--- config.mk ---
export PLATFORM = sky130hd
export DESIGN_NAME = tws_top
export DESIGN_NICKNAME = d
export VERILOG_FILES = /design/src/include/tws_pkg.sv /design/src/hw/tws_wave_chan.sv /design/src/hw/tws_top.sv
export SDC_FILE = /design/constraint.sdc
export NUM_CORES = 1
export LEC_CHECK = 0
export BUFFER_PORTS_ARGS = -buffer_cell sky130_fd_sc_hd__buf_2
export CORE_ASPECT_RATIO = 1.4
export CORE_MARGIN = 8
export CORE_UTILIZATION = 40
export DETAILED_ROUTE_END_ITERATION = 8
export PLACE_DENSITY = 0.72
export SYNTH_ARGS = -nofsm -noshare
export SYNTH_HDL_FRONTEND = slang
export SYNTH_HIERARCHICAL = 1
export SYNTH_SLANG_ARGS = --single-unit
export TNS_END_PERCENT = 50
--- constraint.sdc ---
create_clock -name aclk -period 1.9 [get_ports aclk]
set_input_delay 0.095 -clock aclk [delete_from_list [all_inputs] [get_ports aclk]]
set_output_delay 0.095 -clock aclk [all_outputs]
set_load 0.02 [all_outputs]
--- src/include/tws_pkg.sv ---
// package: register map, field layout and carriers of the timer status slice
package tws_pkg;

   // register indices; byte address is four times the index
   localparam logic [7:0] IDX_EN_CLR  = 8'h08;
   localparam logic [7:0] IDX_EN_SET  = 8'h09;
   localparam logic [7:0] IDX_FLAGS   = 8'h0a;
   localparam logic [7:0] IDX_STATUS  = 8'h0b;
   localparam logic [7:0] IDX_WAVE    = 8'h0c;
   localparam logic [7:0] IDX_POLAR   = 8'h0d;
   localparam int         ADDR_W      = 8;
   localparam int         IDX_SHIFT   = 2;

   // bit positions shared by enables, flags and status
   localparam int BIT_OVF   = 0;
   localparam int BIT_ERR   = 1;
   localparam int BIT_MC0   = 4;
   localparam int BIT_STOP  = 0;
   localparam int BIT_CLNT  = 1;
   localparam int BIT_BUFV0 = 4;
   localparam int NUM_CH    = 2;

   // reset values and masks
   localparam logic [7:0] RST_ENABLE = 8'h00;
   localparam logic [7:0] RST_FLAGS  = 8'h00;
   localparam logic [7:0] RST_STATUS = 8'h01;
   localparam logic [7:0] RST_WAVE   = 8'h00;
   localparam logic [7:0] RST_POLAR  = 8'h00;
   localparam logic [7:0] IRQ_MASK   = 8'h33;
   localparam logic [1:0] RESP_OKAY  = 2'h0;
   localparam logic [1:0] RESP_SLVERR = 2'h2;

   // waveform select settings
   typedef enum logic [1:0] {
      WG_NORMAL_FREQ  = 2'h0,
      WG_MATCH_FREQ   = 2'h1,
      WG_NORMAL_PULSE = 2'h2,
      WG_MATCH_PULSE  = 2'h3
   } tws_wave_t;

   // counter width configuration
   typedef enum logic [1:0] {
      CNT_8BIT,
      CNT_16BIT,
      CNT_32BIT
   } tws_cnt_mode_t;

   // top value source handed to the counter core
   typedef enum logic [1:0] {
      TOP_MAX,
      TOP_PERIOD,
      TOP_CH0
   } tws_top_t;

   // register selected by an address
   typedef enum logic [2:0] {
      SEL_NONE,
      SEL_EN_CLR,
      SEL_EN_SET,
      SEL_FLAGS,
      SEL_STATUS,
      SEL_WAVE,
      SEL_POLAR
   } tws_sel_t;

   // events and configuration from the counter core
   typedef struct packed {
      logic [NUM_CH-1:0] match;        // compare match pulse
      logic [NUM_CH-1:0] capture;      // captured value stored pulse
      logic [NUM_CH-1:0] capture_mode; // channel in capture operation
      logic [NUM_CH-1:0] buf_write;    // software wrote channel_buffer
      logic [NUM_CH-1:0] cc_read;      // software read channel_value
      logic              overflow;     // overflow/underflow pulse
      logic              wrap;         // counter wraparound pulse
      logic              update;       // hardware update condition pulse
      logic              stop_cmd;     // stop command pulse
      logic              start_cmd;    // start/retrigger pulse
      logic              enable;       // counter enabled level
      logic              single_shot;  // single-shot configured
      logic              update_lock;  // update lock level
      logic              host_32bit;   // host counter runs 32-bit
      logic              is_client;    // this counter is the client
      tws_cnt_mode_t     cnt_mode;     // counter width
   } tws_core_t;

endpackage

--- src/hw/tws_wave_chan.sv ---
// one channel of waveform generation with polarity flip
`timescale 1ns/1ps
module tws_wave_chan (
   // clock and reset
   input  wire logic              aclk,
   input  wire logic              aresetn,
   // events and mode
   input  wire logic              match,
   input  wire logic              wrap,
   input  wire tws_pkg::tws_wave_t mode,
   input  wire logic              flip,
   // pin
   output logic                   wave_ff
);
   import tws_pkg::*;

   logic state_ff;
   logic nxt_state;
   logic nxt_wave;

   // waveform action on match and wraparound
   always_comb begin
      nxt_state = state_ff;
      case (mode)
         WG_NORMAL_FREQ: begin
            if (match) nxt_state = ~state_ff;
         end
         WG_MATCH_FREQ: begin
            if (match ^ wrap) nxt_state = ~state_ff;
         end
         default: begin
            if (match) nxt_state = 1'b1;
            else if (wrap) nxt_state = 1'b0;
         end
      endcase
      nxt_wave = nxt_state ^ flip;
   end

   // register raw level and pin level
   always_ff @(posedge aclk) begin
      if (!aresetn) begin
         state_ff <= 1'b0;
         wave_ff  <= 1'b0;
      end else begin
         state_ff <= nxt_state;
         wave_ff  <= nxt_wave;
      end
   end
endmodule // tws_wave_chan

--- src/hw/tws_top.sv ---
// timer interrupt, status, waveform and polarity registers behind AXI4-Lite
// Notes on behaviour
// - writing one to enable set sets enable
// - writing zero leaves enables and flags unchanged
// - set and clear registers share enables
// - match or capture sets channel flag
// - enabled channel flag requests an interrupt
// - writing one clears a channel flag
// - capture mode: value read clears flag
// - capture onto set flag sets error
// - writing one clears error or overflow
// - overflow sets flag, requests when enabled
// - buffer write sets compare buffer-valid bit
// - update clears buffer-valid; locked write-one clears
// - capture buffer-valid set on store, read clears
// - client bit shows host in 32-bit
// - stopped bit one at reset, stop, disable
// - frequency modes: top choice and toggle actions
// - pulse modes: set on match, clear wrap
// - match modes: channel 0 top; else period top in 8-bit, else maximum
// - polarity flip inverts output and capture pin
// - update lock blocks buffer copy on update
//
// Local design decision: the AXI4-Lite register port.
`timescale 1ns/1ps
module tws_top (
   // clock and reset
   input  wire logic                        aclk,
   input  wire logic                        aresetn,
   // axi4-lite write address
   input  wire logic [tws_pkg::ADDR_W-1:0]  s_axi_awaddr,
   input  wire logic                        s_axi_awvalid,
   output logic                             s_axi_awready,
   // axi4-lite write data
   input  wire logic [31:0]                 s_axi_wdata,
   input  wire logic [3:0]                  s_axi_wstrb,
   input  wire logic                        s_axi_wvalid,
   output logic                             s_axi_wready,
   // axi4-lite write response
   output logic [1:0]                       s_axi_bresp,
   output logic                             s_axi_bvalid,
   input  wire logic                        s_axi_bready,
   // axi4-lite read
   input  wire logic [tws_pkg::ADDR_W-1:0]  s_axi_araddr,
   input  wire logic                        s_axi_arvalid,
   output logic                             s_axi_arready,
   output logic [31:0]                      s_axi_rdata,
   output logic [1:0]                       s_axi_rresp,
   output logic                             s_axi_rvalid,
   input  wire logic                        s_axi_rready,
   // counter core
   input  wire tws_pkg::tws_core_t          core,
   output tws_pkg::tws_top_t                top_sel_ff,
   output logic                             copy_ok_ff,
   // pins
   input  wire logic [tws_pkg::NUM_CH-1:0]  capture_pin,
   output logic [tws_pkg::NUM_CH-1:0]       capture_trig_ff,
   output logic [tws_pkg::NUM_CH-1:0]       waveform_out,
   // interrupt
   output logic                             irq_ff
);
   import tws_pkg::*;

   // address to register decode, shared by read and write
   function automatic tws_sel_t decode(input logic [ADDR_W-1:0] addr);
      logic [ADDR_W-1:0] idx;
      idx = addr >> IDX_SHIFT;
      if (addr[IDX_SHIFT-1:0] != 2'h0) decode = SEL_NONE;
      else if (idx == IDX_EN_CLR) decode = SEL_EN_CLR;
      else if (idx == IDX_EN_SET) decode = SEL_EN_SET;
      else if (idx == IDX_FLAGS) decode = SEL_FLAGS;
      else if (idx == IDX_STATUS) decode = SEL_STATUS;
      else if (idx == IDX_WAVE) decode = SEL_WAVE;
      else if (idx == IDX_POLAR) decode = SEL_POLAR;
      else decode = SEL_NONE;
   endfunction

   logic              aw_held_ff, nxt_aw_held;
   logic              w_held_ff, nxt_w_held;
   logic [ADDR_W-1:0] awaddr_ff, nxt_awaddr;
   logic [7:0]        wbyte_ff, nxt_wbyte;
   logic              wlane_ff, nxt_wlane;
   logic              nxt_awready, nxt_wready, nxt_bvalid;
   logic [1:0]        nxt_bresp;
   logic              wr_fire;
   tws_sel_t          wr_sel;

   // write channel: take address and data in either order
   always_comb begin
      wr_sel      = decode(awaddr_ff);
      wr_fire     = aw_held_ff && w_held_ff && !s_axi_bvalid;
      nxt_aw_held = aw_held_ff;
      nxt_w_held  = w_held_ff;
      nxt_awaddr  = awaddr_ff;
      nxt_wbyte   = wbyte_ff;
      nxt_wlane   = wlane_ff;
      nxt_bvalid  = s_axi_bvalid;
      nxt_bresp   = s_axi_bresp;
      if (s_axi_awvalid && s_axi_awready) begin
         nxt_aw_held = 1'b1;
         nxt_awaddr  = s_axi_awaddr;
      end
      if (s_axi_wvalid && s_axi_wready) begin
         nxt_w_held = 1'b1;
         nxt_wbyte  = s_axi_wdata[7:0];
         nxt_wlane  = s_axi_wstrb[0];
      end
      if (s_axi_bvalid && s_axi_bready) nxt_bvalid = 1'b0;
      if (wr_fire) begin
         nxt_aw_held = 1'b0;
         nxt_w_held  = 1'b0;
         nxt_bvalid  = 1'b1;
         nxt_bresp   = (wr_sel == SEL_NONE) ? RESP_SLVERR : RESP_OKAY;
      end
      nxt_awready = !nxt_aw_held && !nxt_bvalid;
      nxt_wready  = !nxt_w_held && !nxt_bvalid;
   end

   // write channel registers
   always_ff @(posedge aclk) begin
      if (!aresetn) begin
         aw_held_ff    <= 1'b0;
         w_held_ff     <= 1'b0;
         awaddr_ff     <= '0;
         wbyte_ff      <= 8'h00;
         wlane_ff      <= 1'b0;
         s_axi_awready <= 1'b0;
         s_axi_wready  <= 1'b0;
         s_axi_bvalid  <= 1'b0;
         s_axi_bresp   <= RESP_OKAY;
      end else begin
         aw_held_ff    <= nxt_aw_held;
         w_held_ff     <= nxt_w_held;
         awaddr_ff     <= nxt_awaddr;
         wbyte_ff      <= nxt_wbyte;
         wlane_ff      <= nxt_wlane;
         s_axi_awready <= nxt_awready;
         s_axi_wready  <= nxt_wready;
         s_axi_bvalid  <= nxt_bvalid;
         s_axi_bresp   <= nxt_bresp;
      end
   end

   logic [7:0] enable_ff, nxt_enable;
   logic [7:0] flags_ff, nxt_flags;
   logic [7:0] status_ff, nxt_status;
   logic [1:0] wave_ff, nxt_wave;
   logic [1:0] polar_ff, nxt_polar;
   logic [7:0] wr_set, wr_clr, wr_flag, wr_stat;

   // register state: enables, flags, status and configuration
   always_comb begin
      wr_set     = (wr_fire && wlane_ff && wr_sel == SEL_EN_SET) ? wbyte_ff : 8'h00;
      wr_clr     = (wr_fire && wlane_ff && wr_sel == SEL_EN_CLR) ? wbyte_ff : 8'h00;
      wr_flag    = (wr_fire && wlane_ff && wr_sel == SEL_FLAGS) ? wbyte_ff : 8'h00;
      wr_stat    = (wr_fire && wlane_ff && wr_sel == SEL_STATUS) ? wbyte_ff : 8'h00;
      nxt_enable = ((enable_ff | wr_set) & ~wr_clr) & IRQ_MASK;
      nxt_flags  = flags_ff;
      nxt_status = status_ff;
      nxt_wave   = wave_ff;
      nxt_polar  = polar_ff;
      for (int ch = 0; ch < NUM_CH; ch++) begin
         // hardware set wins over any clear in the same cycle
         nxt_flags[BIT_MC0+ch] = core.match[ch] || core.capture[ch]
            || (flags_ff[BIT_MC0+ch] && !wr_flag[BIT_MC0+ch]
            && !(core.capture_mode[ch] && core.cc_read[ch]));
         if (core.capture_mode[ch]) begin
            nxt_status[BIT_BUFV0+ch] = core.capture[ch]
               || (status_ff[BIT_BUFV0+ch] && !core.cc_read[ch]);
         end else begin
            nxt_status[BIT_BUFV0+ch] = core.buf_write[ch]
               || (status_ff[BIT_BUFV0+ch] && !core.update
               && !(core.update_lock && wr_stat[BIT_BUFV0+ch]));
         end
      end
      nxt_flags[BIT_ERR] = |(core.capture & flags_ff[BIT_MC0 +: NUM_CH])
         || (flags_ff[BIT_ERR] && !wr_flag[BIT_ERR]);
      nxt_flags[BIT_OVF] = core.overflow
         || (flags_ff[BIT_OVF] && !wr_flag[BIT_OVF]);
      nxt_status[BIT_CLNT] = core.is_client && core.host_32bit;
      if (!core.enable || core.stop_cmd || (core.overflow && core.single_shot))
         nxt_status[BIT_STOP] = 1'b1;
      else if (core.start_cmd)
         nxt_status[BIT_STOP] = 1'b0;
      if (wr_fire && wlane_ff && wr_sel == SEL_WAVE) nxt_wave = wbyte_ff[1:0];
      if (wr_fire && wlane_ff && wr_sel == SEL_POLAR) nxt_polar = wbyte_ff[1:0];
   end

   // register state flops
   always_ff @(posedge aclk) begin
      if (!aresetn) begin
         enable_ff <= RST_ENABLE;
         flags_ff  <= RST_FLAGS;
         status_ff <= RST_STATUS;
         wave_ff   <= RST_WAVE[1:0];
         polar_ff  <= RST_POLAR[1:0];
      end else begin
         enable_ff <= nxt_enable;
         flags_ff  <= nxt_flags;
         status_ff <= nxt_status;
         wave_ff   <= nxt_wave;
         polar_ff  <= nxt_polar;
      end
   end

   logic        nxt_arready, nxt_rvalid;
   logic [31:0] nxt_rdata;
   logic [1:0]  nxt_rresp;
   tws_sel_t    rd_sel;

   // read channel: data one cycle after address is taken
   always_comb begin
      rd_sel      = decode(s_axi_araddr);
      nxt_arready = s_axi_arready;
      nxt_rvalid  = s_axi_rvalid;
      nxt_rdata   = s_axi_rdata;
      nxt_rresp   = s_axi_rresp;
      if (s_axi_rvalid && s_axi_rready) begin
         nxt_rvalid  = 1'b0;
         nxt_arready = 1'b1;
      end
      if (s_axi_arvalid && s_axi_arready) begin
         nxt_arready = 1'b0;
         nxt_rvalid  = 1'b1;
         nxt_rresp   = RESP_OKAY;
         nxt_rdata   = 32'h0000_0000;
         if (rd_sel == SEL_EN_CLR || rd_sel == SEL_EN_SET)
            nxt_rdata[7:0] = enable_ff;
         else if (rd_sel == SEL_FLAGS) nxt_rdata[7:0] = flags_ff;
         else if (rd_sel == SEL_STATUS) nxt_rdata[7:0] = status_ff;
         else if (rd_sel == SEL_WAVE) nxt_rdata[1:0] = wave_ff;
         else if (rd_sel == SEL_POLAR) nxt_rdata[1:0] = polar_ff;
         else nxt_rresp = RESP_SLVERR;
      end
   end

   // read channel registers
   always_ff @(posedge aclk) begin
      if (!aresetn) begin
         s_axi_arready <= 1'b0;
         s_axi_rvalid  <= 1'b0;
         s_axi_rdata   <= 32'h0000_0000;
         s_axi_rresp   <= RESP_OKAY;
      end else begin
         s_axi_arready <= nxt_arready || (!s_axi_arready && !s_axi_rvalid);
         s_axi_rvalid  <= nxt_rvalid;
         s_axi_rdata   <= nxt_rdata;
         s_axi_rresp   <= nxt_rresp;
      end
   end

   tws_top_t          nxt_top;
   logic              nxt_irq, nxt_copy_ok;
   logic [NUM_CH-1:0] nxt_trig;

   // core-facing outputs and interrupt request
   always_comb begin
      if (wave_ff == WG_MATCH_FREQ || wave_ff == WG_MATCH_PULSE)
         nxt_top = TOP_CH0;
      else if (core.cnt_mode == CNT_8BIT)
         nxt_top = TOP_PERIOD;
      else
         nxt_top = TOP_MAX;
      nxt_irq     = |(flags_ff & enable_ff & IRQ_MASK);
      nxt_copy_ok = core.update && !core.update_lock;
      nxt_trig    = capture_pin ^ polar_ff;
   end

   // output flops
   always_ff @(posedge aclk) begin
      if (!aresetn) begin
         top_sel_ff      <= TOP_MAX;
         irq_ff          <= 1'b0;
         copy_ok_ff      <= 1'b0;
         capture_trig_ff <= '0;
      end else begin
         top_sel_ff      <= nxt_top;
         irq_ff          <= nxt_irq;
         copy_ok_ff      <= nxt_copy_ok;
         capture_trig_ff <= nxt_trig;
      end
   end

   // waveform generators, one per channel
   for (genvar ch = 0; ch < NUM_CH; ch++) begin : g_wave
      tws_wave_chan u_chan (
         .aclk    (aclk),
         .aresetn (aresetn),
         .match   (core.match[ch]),
         .wrap    (core.wrap),
         .mode    (tws_wave_t'(wave_ff)),
         .flip    (polar_ff[ch]),
         .wave_ff (waveform_out[ch])
      );
   end
endmodule // tws_top

# Word-level counts from Yosys, hierarchy flattened
# Index checks and enable logic that the tools add are counted.
# classes
n_eq_ne	26
muxes	54
bitwise	13
reduce_logical	80
# ops
operator	count
$eq 6x4->1 const B	12
$mux 3	14
$logic_and 1x1->1	36
$mux 6	6
$mux 1	21
$mux 2	10
$logic_not 1->1	19
$eq 3x3->1 const B	6
$logic_or 1x1->1	15
$and 6x6->6	2
$eq 3x2->1 const B	4
$eq 3x1->1 const B	2
$not 6->6	1
$or 6x6->6	1
$reduce_bool 2->1	3
$reduce_or 2->1	3
$logic_not 2->1	2
$mux 4	1
$pmux 1 s2	2
$reduce_or 4->1	1
$xor 1x1->1	4
$logic_not 3->1	1
$not 1->1	3
$and 2x2->2	1
3 further kinds	3
# word_totals
input_bits	83
regBits	60
elab_cells	201
output_inout_bits	49

# Longest topological paths before layout
# logic_depth
depth_word	16
depth_mapped	5
ltp_nobuf	4

# Hierarchy
# The synthesis kept the hierarchy.
# by_module_without_submodules
module	seq_area_each_um2	area_per_inst_um2	cells_each	instances
tws_top	960.9	2338.5	254	1
tws_wave_chan	40.0	117.6	14	2

# Least setup slack after synthesis
# No wires, ideal clock.
# synth_timing
path_kind	reg-to-reg
start	register awaddr_ff[6]
end	register flags_ff[0]
stages_incl_launch_ff	5
t_arrival_ns	1.568
required_ns	1.775
setup_time_ns	0.125
synth_period_minus_slack_ns	1.693
path_slack_ns	0.207
n_path_buf	0
path_cell_list	dfxtp_1 > or4b_4 > nor4_4 > and3b_1 > a31oi_1
# synth_via
elab_chain_cells	14
elab_cells_between_ends	19
cone_classes	7 x eq/ne; 8 x mux; 4 x reduce/logical
# synth_lines
item	line	source
from (decl)	tws_top.sv:80	logic [ADDR_W-1:0] awaddr_ff, nxt_awaddr;
from (signal assigned)	tws_top.sv:134	awaddr_ff <= nxt_awaddr;
$eq 6x4->1	tws_top.sv:74	else if (idx == IDX_POLAR) decode = SEL_POLAR;
$mux 3	tws_top.sv:74	
$mux 3	tws_top.sv:73	else if (idx == IDX_WAVE) decode = SEL_WAVE;
$mux 3	tws_top.sv:72	else if (idx == IDX_STATUS) decode = SEL_STATUS;
$mux 3	tws_top.sv:71	else if (idx == IDX_FLAGS) decode = SEL_FLAGS;
$mux 3	tws_top.sv:70	else if (idx == IDX_EN_SET) decode = SEL_EN_SET;
$mux 3 (*)	tws_top.sv:69	else if (idx == IDX_EN_CLR) decode = SEL_EN_CLR;
$mux 3 (*)	tws_top.sv:68	if (addr[IDX_SHIFT-1:0] != 2'h0) decode = SEL_NONE;
$eq 3x2->1 (*)	tws_top.sv:155	wr_flag = (wr_fire && wlane_ff && wr_sel == SEL_FLAGS) ? wbyte_ff : 8'h00;
$logic_and 1x1->1 (*)	tws_top.sv:155	
$mux 6 (*)	tws_top.sv:155	
$logic_not 1->1 (*)	tws_top.sv:179	|| (flags_ff[BIT_OVF] && !wr_flag[BIT_OVF]);
$logic_and 1x1->1 (*)	tws_top.sv:179	
$logic_or 1x1->1 (*)	tws_top.sv:179	
to (signal assigned)	tws_top.sv:199	flags_ff <= nxt_flags;
to (decl)	tws_top.sv:145	logic [7:0] flags_ff, nxt_flags;
# Mark *: on every way between the ends. The rest lies on a longest branch, timed or not.
# A chain may end at the register's enable or synchronous reset.

# Worst setup path after layout
# layout_timing
start	register awaddr_ff[6]
end	register enable_ff[1]
# layout_via
elab_chain_cells	13
elab_cells_between_ends	22
cone_classes	8 x eq/ne; 9 x mux; 3 x bitwise; 2 x reduce/logical
# layout_lines
item	line	source
$eq 6x4->1	tws_top.sv:74	
$mux 3	tws_top.sv:74	
$mux 3	tws_top.sv:73	
$mux 3	tws_top.sv:72	
$mux 3	tws_top.sv:71	
$mux 3	tws_top.sv:70	
$mux 3 (*)	tws_top.sv:69	
$mux 3 (*)	tws_top.sv:68	
$eq 3x2->1 / $eq 3x1->1 (equally long branches)	tws_top.sv:153, tws_top.sv:154	
$logic_and 1x1->1 (on tied branches)	tws_top.sv:153, tws_top.sv:154	
$mux 6 (on tied branches)	tws_top.sv:153, tws_top.sv:154	
$or 6x6->6 / $not 6->6 (equally long branches)	tws_top.sv:157	nxt_enable = ((enable_ff | wr_set) & ~wr_clr) & IRQ_MASK;
$and 6x6->6 (*)	tws_top.sv:157	
to (signal assigned)	tws_top.sv:198	enable_ff <= nxt_enable;
to (decl)	tws_top.sv:144	logic [7:0] enable_ff, nxt_enable;
# Marked as above.

==> Flow_metrics.wiki <==
{| class="wikitable"
! Metric !! Value
|-
| Post-CTS setup buffers || 0
|-
| Final Hold Viols || 0
|-
| Worst setup endpoint || enable_ff[1]$_SDFF_PN0_
|-
| Post-route antenna net violation count || 0
|-
| Unrepaired setup endpoints after global routing || no
|-
| Total Neg Setup Slack || 0 ps
|-
| CP Cell Sequence || or4b_4 > nor4_4 > buf_4 > nand3b_1 > mux2i_1
|-
| Post-CTS sizing || 0
|-
| Type of the most critical hold path || input pin to flip-flop
|-
| Capturing element type of the critical path || flip-flop
|-
| Layout overhead on the synthesized area || 17.5%
|-
| WL/cell || 14.2 um
|-
| R2R depth || 5
|-
| Floorplan Core Area || 6210 um^2
|-
| Buffer levels on the longest clock path || 2
|-
| Number of levels the H-tree was split into || 2
|-
| Delay of the slowest cell on the worst path || 580 ps
|-
| Die ar. || 9290 um^2
|-
| Power density over the cells || 708 nW/um^2
|-
| Number of design-rule violations left by the first detailed-router iteration || 93
|-
| Number of antenna violations at the first check in global routing || 0
|-
| Ports || 132
|-
| Required time worst endpoint || 2110 ps
|-
| Cell count after synthesis || 282
|-
| Overall routed net length || 6.14 mm
|-
| Sinks on Clock Net || 52
|-
| Detailed-routing iteration count for the pre-antenna-repair pass || 4
|-
| Number of flip-flops and latches in the synthesized netlist || 52
|-
| Share of the clock period used by the worst path || 0.909
|-
| Maximum number of pins on one net before global-route repair || 30
|-
| Chip height || 111 um
|-
| Vias per cell || 5.01
|-
| Initial core utilization || 0.414
|-
| Leakage dissipation || 1.36 nW
|-
| Post-detailed-placement half-perimeter wirelength || 4.84 mm
|-
| Residual DRC || 0
|-
| Critical path startpoint category || flip-flop
|-
| Wire length of the first global-routing pass || 10.1 mm
|-
| Count of hold-fix buffers inserted at cts || 5
|-
| Vias in the first global route || 2,219
|-
| Nets || 443
|-
| Sequential area share after synthesis || 0.404
|-
| Peak supply drop || 0.490 mV
|-
| TritonCTS Buffers || 5
|-
| Reg clk slew, reported paths || 100 ps
|-
| Endpoint of the worst register-to-register path || enable_ff[1]$_SDFF_PN0_
|-
| Fill count || 626
|-
| Max-Cap Viols || 0
|-
| CP max-delay cell || sky130_fd_sc_hd__or4b_4
|-
| Worst-path maximum fanout || 5
|-
| Worst reg2reg setup slack || 170 ps
|-
| Period minus WS final || 1730 ps
|-
| Clock tree from TritonCTS || done
|-
| Congestion Overflow GR || 0
|-
| Count of buffers from port buffering || 70
|-
| Average footprint of a synthesized cell || 9.13 um^2
|-
| Die width || 83.8 um
|-
| Final RePlAce weighted congestion || 0.855
|-
| Netlist area before placement || 2570 um^2
|-
| Final Slew Violations || 0
|-
| Total GRT Usage || 0.127
|-
| Total number of vias || 2,171
|-
| Antenna diode count || 0
|-
| Number of core rows || 34
|-
| Highest clock rate || 579 MHz
|-
| Utilization of the core after routing || 0.487
|-
| Number of unique standard cell types used by synthesis || 41
|-
| Cell at the root of the clock tree || sky130_fd_sc_hd__clkbuf_8
|-
| Worst setup path category || flip-flop to flip-flop
|-
| Arr. time, crit path || 1940 ps
|-
| Setup violations, final || 0
|-
| Layout cell share with drive strength beyond 1 || 0.260
|-
| Source of the critical timing path || awaddr_ff[6]$_SDFFE_PN0P_
|-
| Warning count from the yosys run || 6
|-
| Design Power || 2.14 mW
|-
| Cells taking the most area after synthesis || sky130_fd_sc_hd__dfxtp_1 (40%), sky130_fd_sc_hd__buf_4 (9.0%), sky130_fd_sc_hd__mux2i_1 (6.2%)
|-
| Clock Latency Late Sink || 310 ps
|-
| Worst clock skew on the final layout || 11.3 ps
|-
| Result of the run || finished clean
|-
| Worst r2r src || awaddr_ff[6]$_SDFFE_PN0P_
|-
| Cell accounting for the most synthesized area || sky130_fd_sc_hd__dfxtp_1
|-
| Area share of the leading cell type in the synthesized netlist || 0.404
|}
flip-flops by register name, summed over array words and instances, names as in the netlist, 2 cells and up:
signal	count
awaddr_ff	8
enable_ff	4
flags_ff	4
s_axi_rdata	4
status_ff	4
wbyte_ff	4
capture_trig_ff	2
g_wave.u_chan/state_ff	2
g_wave.u_chan/wave_ff	2
polar_ff	2
top_sel_ff	2
wave_ff	2
cell usage after synthesis (all sizes together):
cell type,instances
nor2b,8
inv,5
nand2,36
nand3b,9
o41ai,2
a21boi,18
buf,33
o21ai,10
o311ai,2
nand2b,7
nand3,5
nand4b,2
a22oi,3
and3,4
a22o,3
a211oi,1
nor4b,1
xor2,2
nor3b,2
nor4,3
or3,2
dfxtp,52
mux2i,16
nor2,9
a21oi,15
nor3,4
or4b,2
o31ai,2
or4bb,1
o211a,5
clkdlybuf4s50,1
conb,1
and3b,2
a31oi,5
and2,4
clkbuf,5
layer usage:
layer | vias to the layer above | GRT usage | part of all wire | wire (um)
li1 | 1092 | - | - | -
met1 | 992 | 0.135 | 0.41 | 2530
met2 | 80 | 0.219 | 0.48 | 2980
met3 | 7 | 0.0574 | 0.091 | 556
met4 | 0 | 0.0382 | 0.013 | 77
met5 | - | 0 | 0 | 0
cell families (layout without fill, tap and decap cells):
group,Yosys count,count (layout),synth area share
other,1,30,0.00146
flip-flops,52,52,0.404
buffers and inverters,44,94,0.118
multiplexers,16,16,0.0622
XOR/XNOR,2,2,0.00681
AND/OR/NAND/NOR,101,101,0.232
AO/OA/AOI/OAI,66,66,0.175
layout by cell type, fill, tap and decap left out, types with 3 or more instances in the layout:
cell type | netlist | routed
sky130_fd_sc_hd__mux2i_1 | 16 | 16
sky130_fd_sc_hd__and2_1 | 4 | 4
sky130_fd_sc_hd__conb_1 | 1 | 30
sky130_fd_sc_hd__nor2_1 | 9 | 9
sky130_fd_sc_hd__buf_2 | 0 | 70
sky130_fd_sc_hd__nor2b_1 | 8 | 8
sky130_fd_sc_hd__o21ai_0 | 10 | 10
sky130_fd_sc_hd__inv_1 | 5 | 5
sky130_fd_sc_hd__nand3b_1 | 9 | 9
sky130_fd_sc_hd__nand2_1 | 36 | 36
sky130_fd_sc_hd__a21boi_0 | 18 | 18
sky130_fd_sc_hd__and3_1 | 4 | 4
sky130_fd_sc_hd__nand3_1 | 5 | 5
sky130_fd_sc_hd__dfxtp_1 | 52 | 52
sky130_fd_sc_hd__clkbuf_8 | 0 | 5
sky130_fd_sc_hd__a21oi_1 | 15 | 15
sky130_fd_sc_hd__buf_4 | 31 | 6
sky130_fd_sc_hd__dlygate4sd3_1 | 0 | 5
sky130_fd_sc_hd__a31oi_1 | 5 | 5
sky130_fd_sc_hd__o211a_1 | 5 | 5
sky130_fd_sc_hd__a22oi_1 | 3 | 3
sky130_fd_sc_hd__nand2b_1 | 7 | 7
how the worst min path moves through the flow:
stage,depth (start not counted),to,slack [ps],from
after floorplan,1,top_sel_ff[0]$_SDFF_PP0_,170,core[0]
after global placement,2,top_sel_ff[0]$_SDFF_PP0_,260,core[0]
after detailed placement,2,top_sel_ff[0]$_SDFF_PP0_,270,core[0]
after CTS,2,status_ff[1]$_SDFF_PN0_,9,core[2]
after global routing,2,status_ff[1]$_SDFF_PN0_,7,core[2]
final,2,status_ff[1]$_SDFF_PN0_,10,core[2]
power breakdown:
group | internal, mW | switching [mW]
Sequential | 1.14 | 0.0387
Clock | 0.265 | 0.378
Combinational | 0.128 | 0.193
Total | 1.53 | 0.610
critical path, delay by kind of cell (launching register included):
kind,cells,cell delay (ps)
buffers and inverters,1,190
multiplexers,1,130
flip-flops,1,320
AND/OR/NAND/NOR,3,990
per-stage QoR:
| stage | hold slack [ps] | area (um^2) | std cells | worst slack (ps) |
|---|---|---|---|---|
| after floorplan | 172 | 2680 | 311 | 207 |
| after global placement | 257 | 2880 | 420 | 144 |
| after detailed placement | 268 | 2880 | 420 | 134 |
| after CTS | 8.55 | 3020 | 433 | 151 |
| after global routing | 6.77 | 3020 | 433 | 73.9 |
| final | 10.2 | 3020 | 433 | 174 |
final cells by class:
cell class,instances,area (um^2),share of cell area
Multi-Input combinational cell,215,1340,0.442
Sequential cell,52,1040,0.344
Timing Repair Buffer,81,445,0.147
Tap cell,72,90.1,0.0298
Clock buffer,5,68.8,0.0228
Clock inverter,3,22.5,0.00745
Inverter,5,18.8,0.00621
Power figures use the tool's default switching activity.
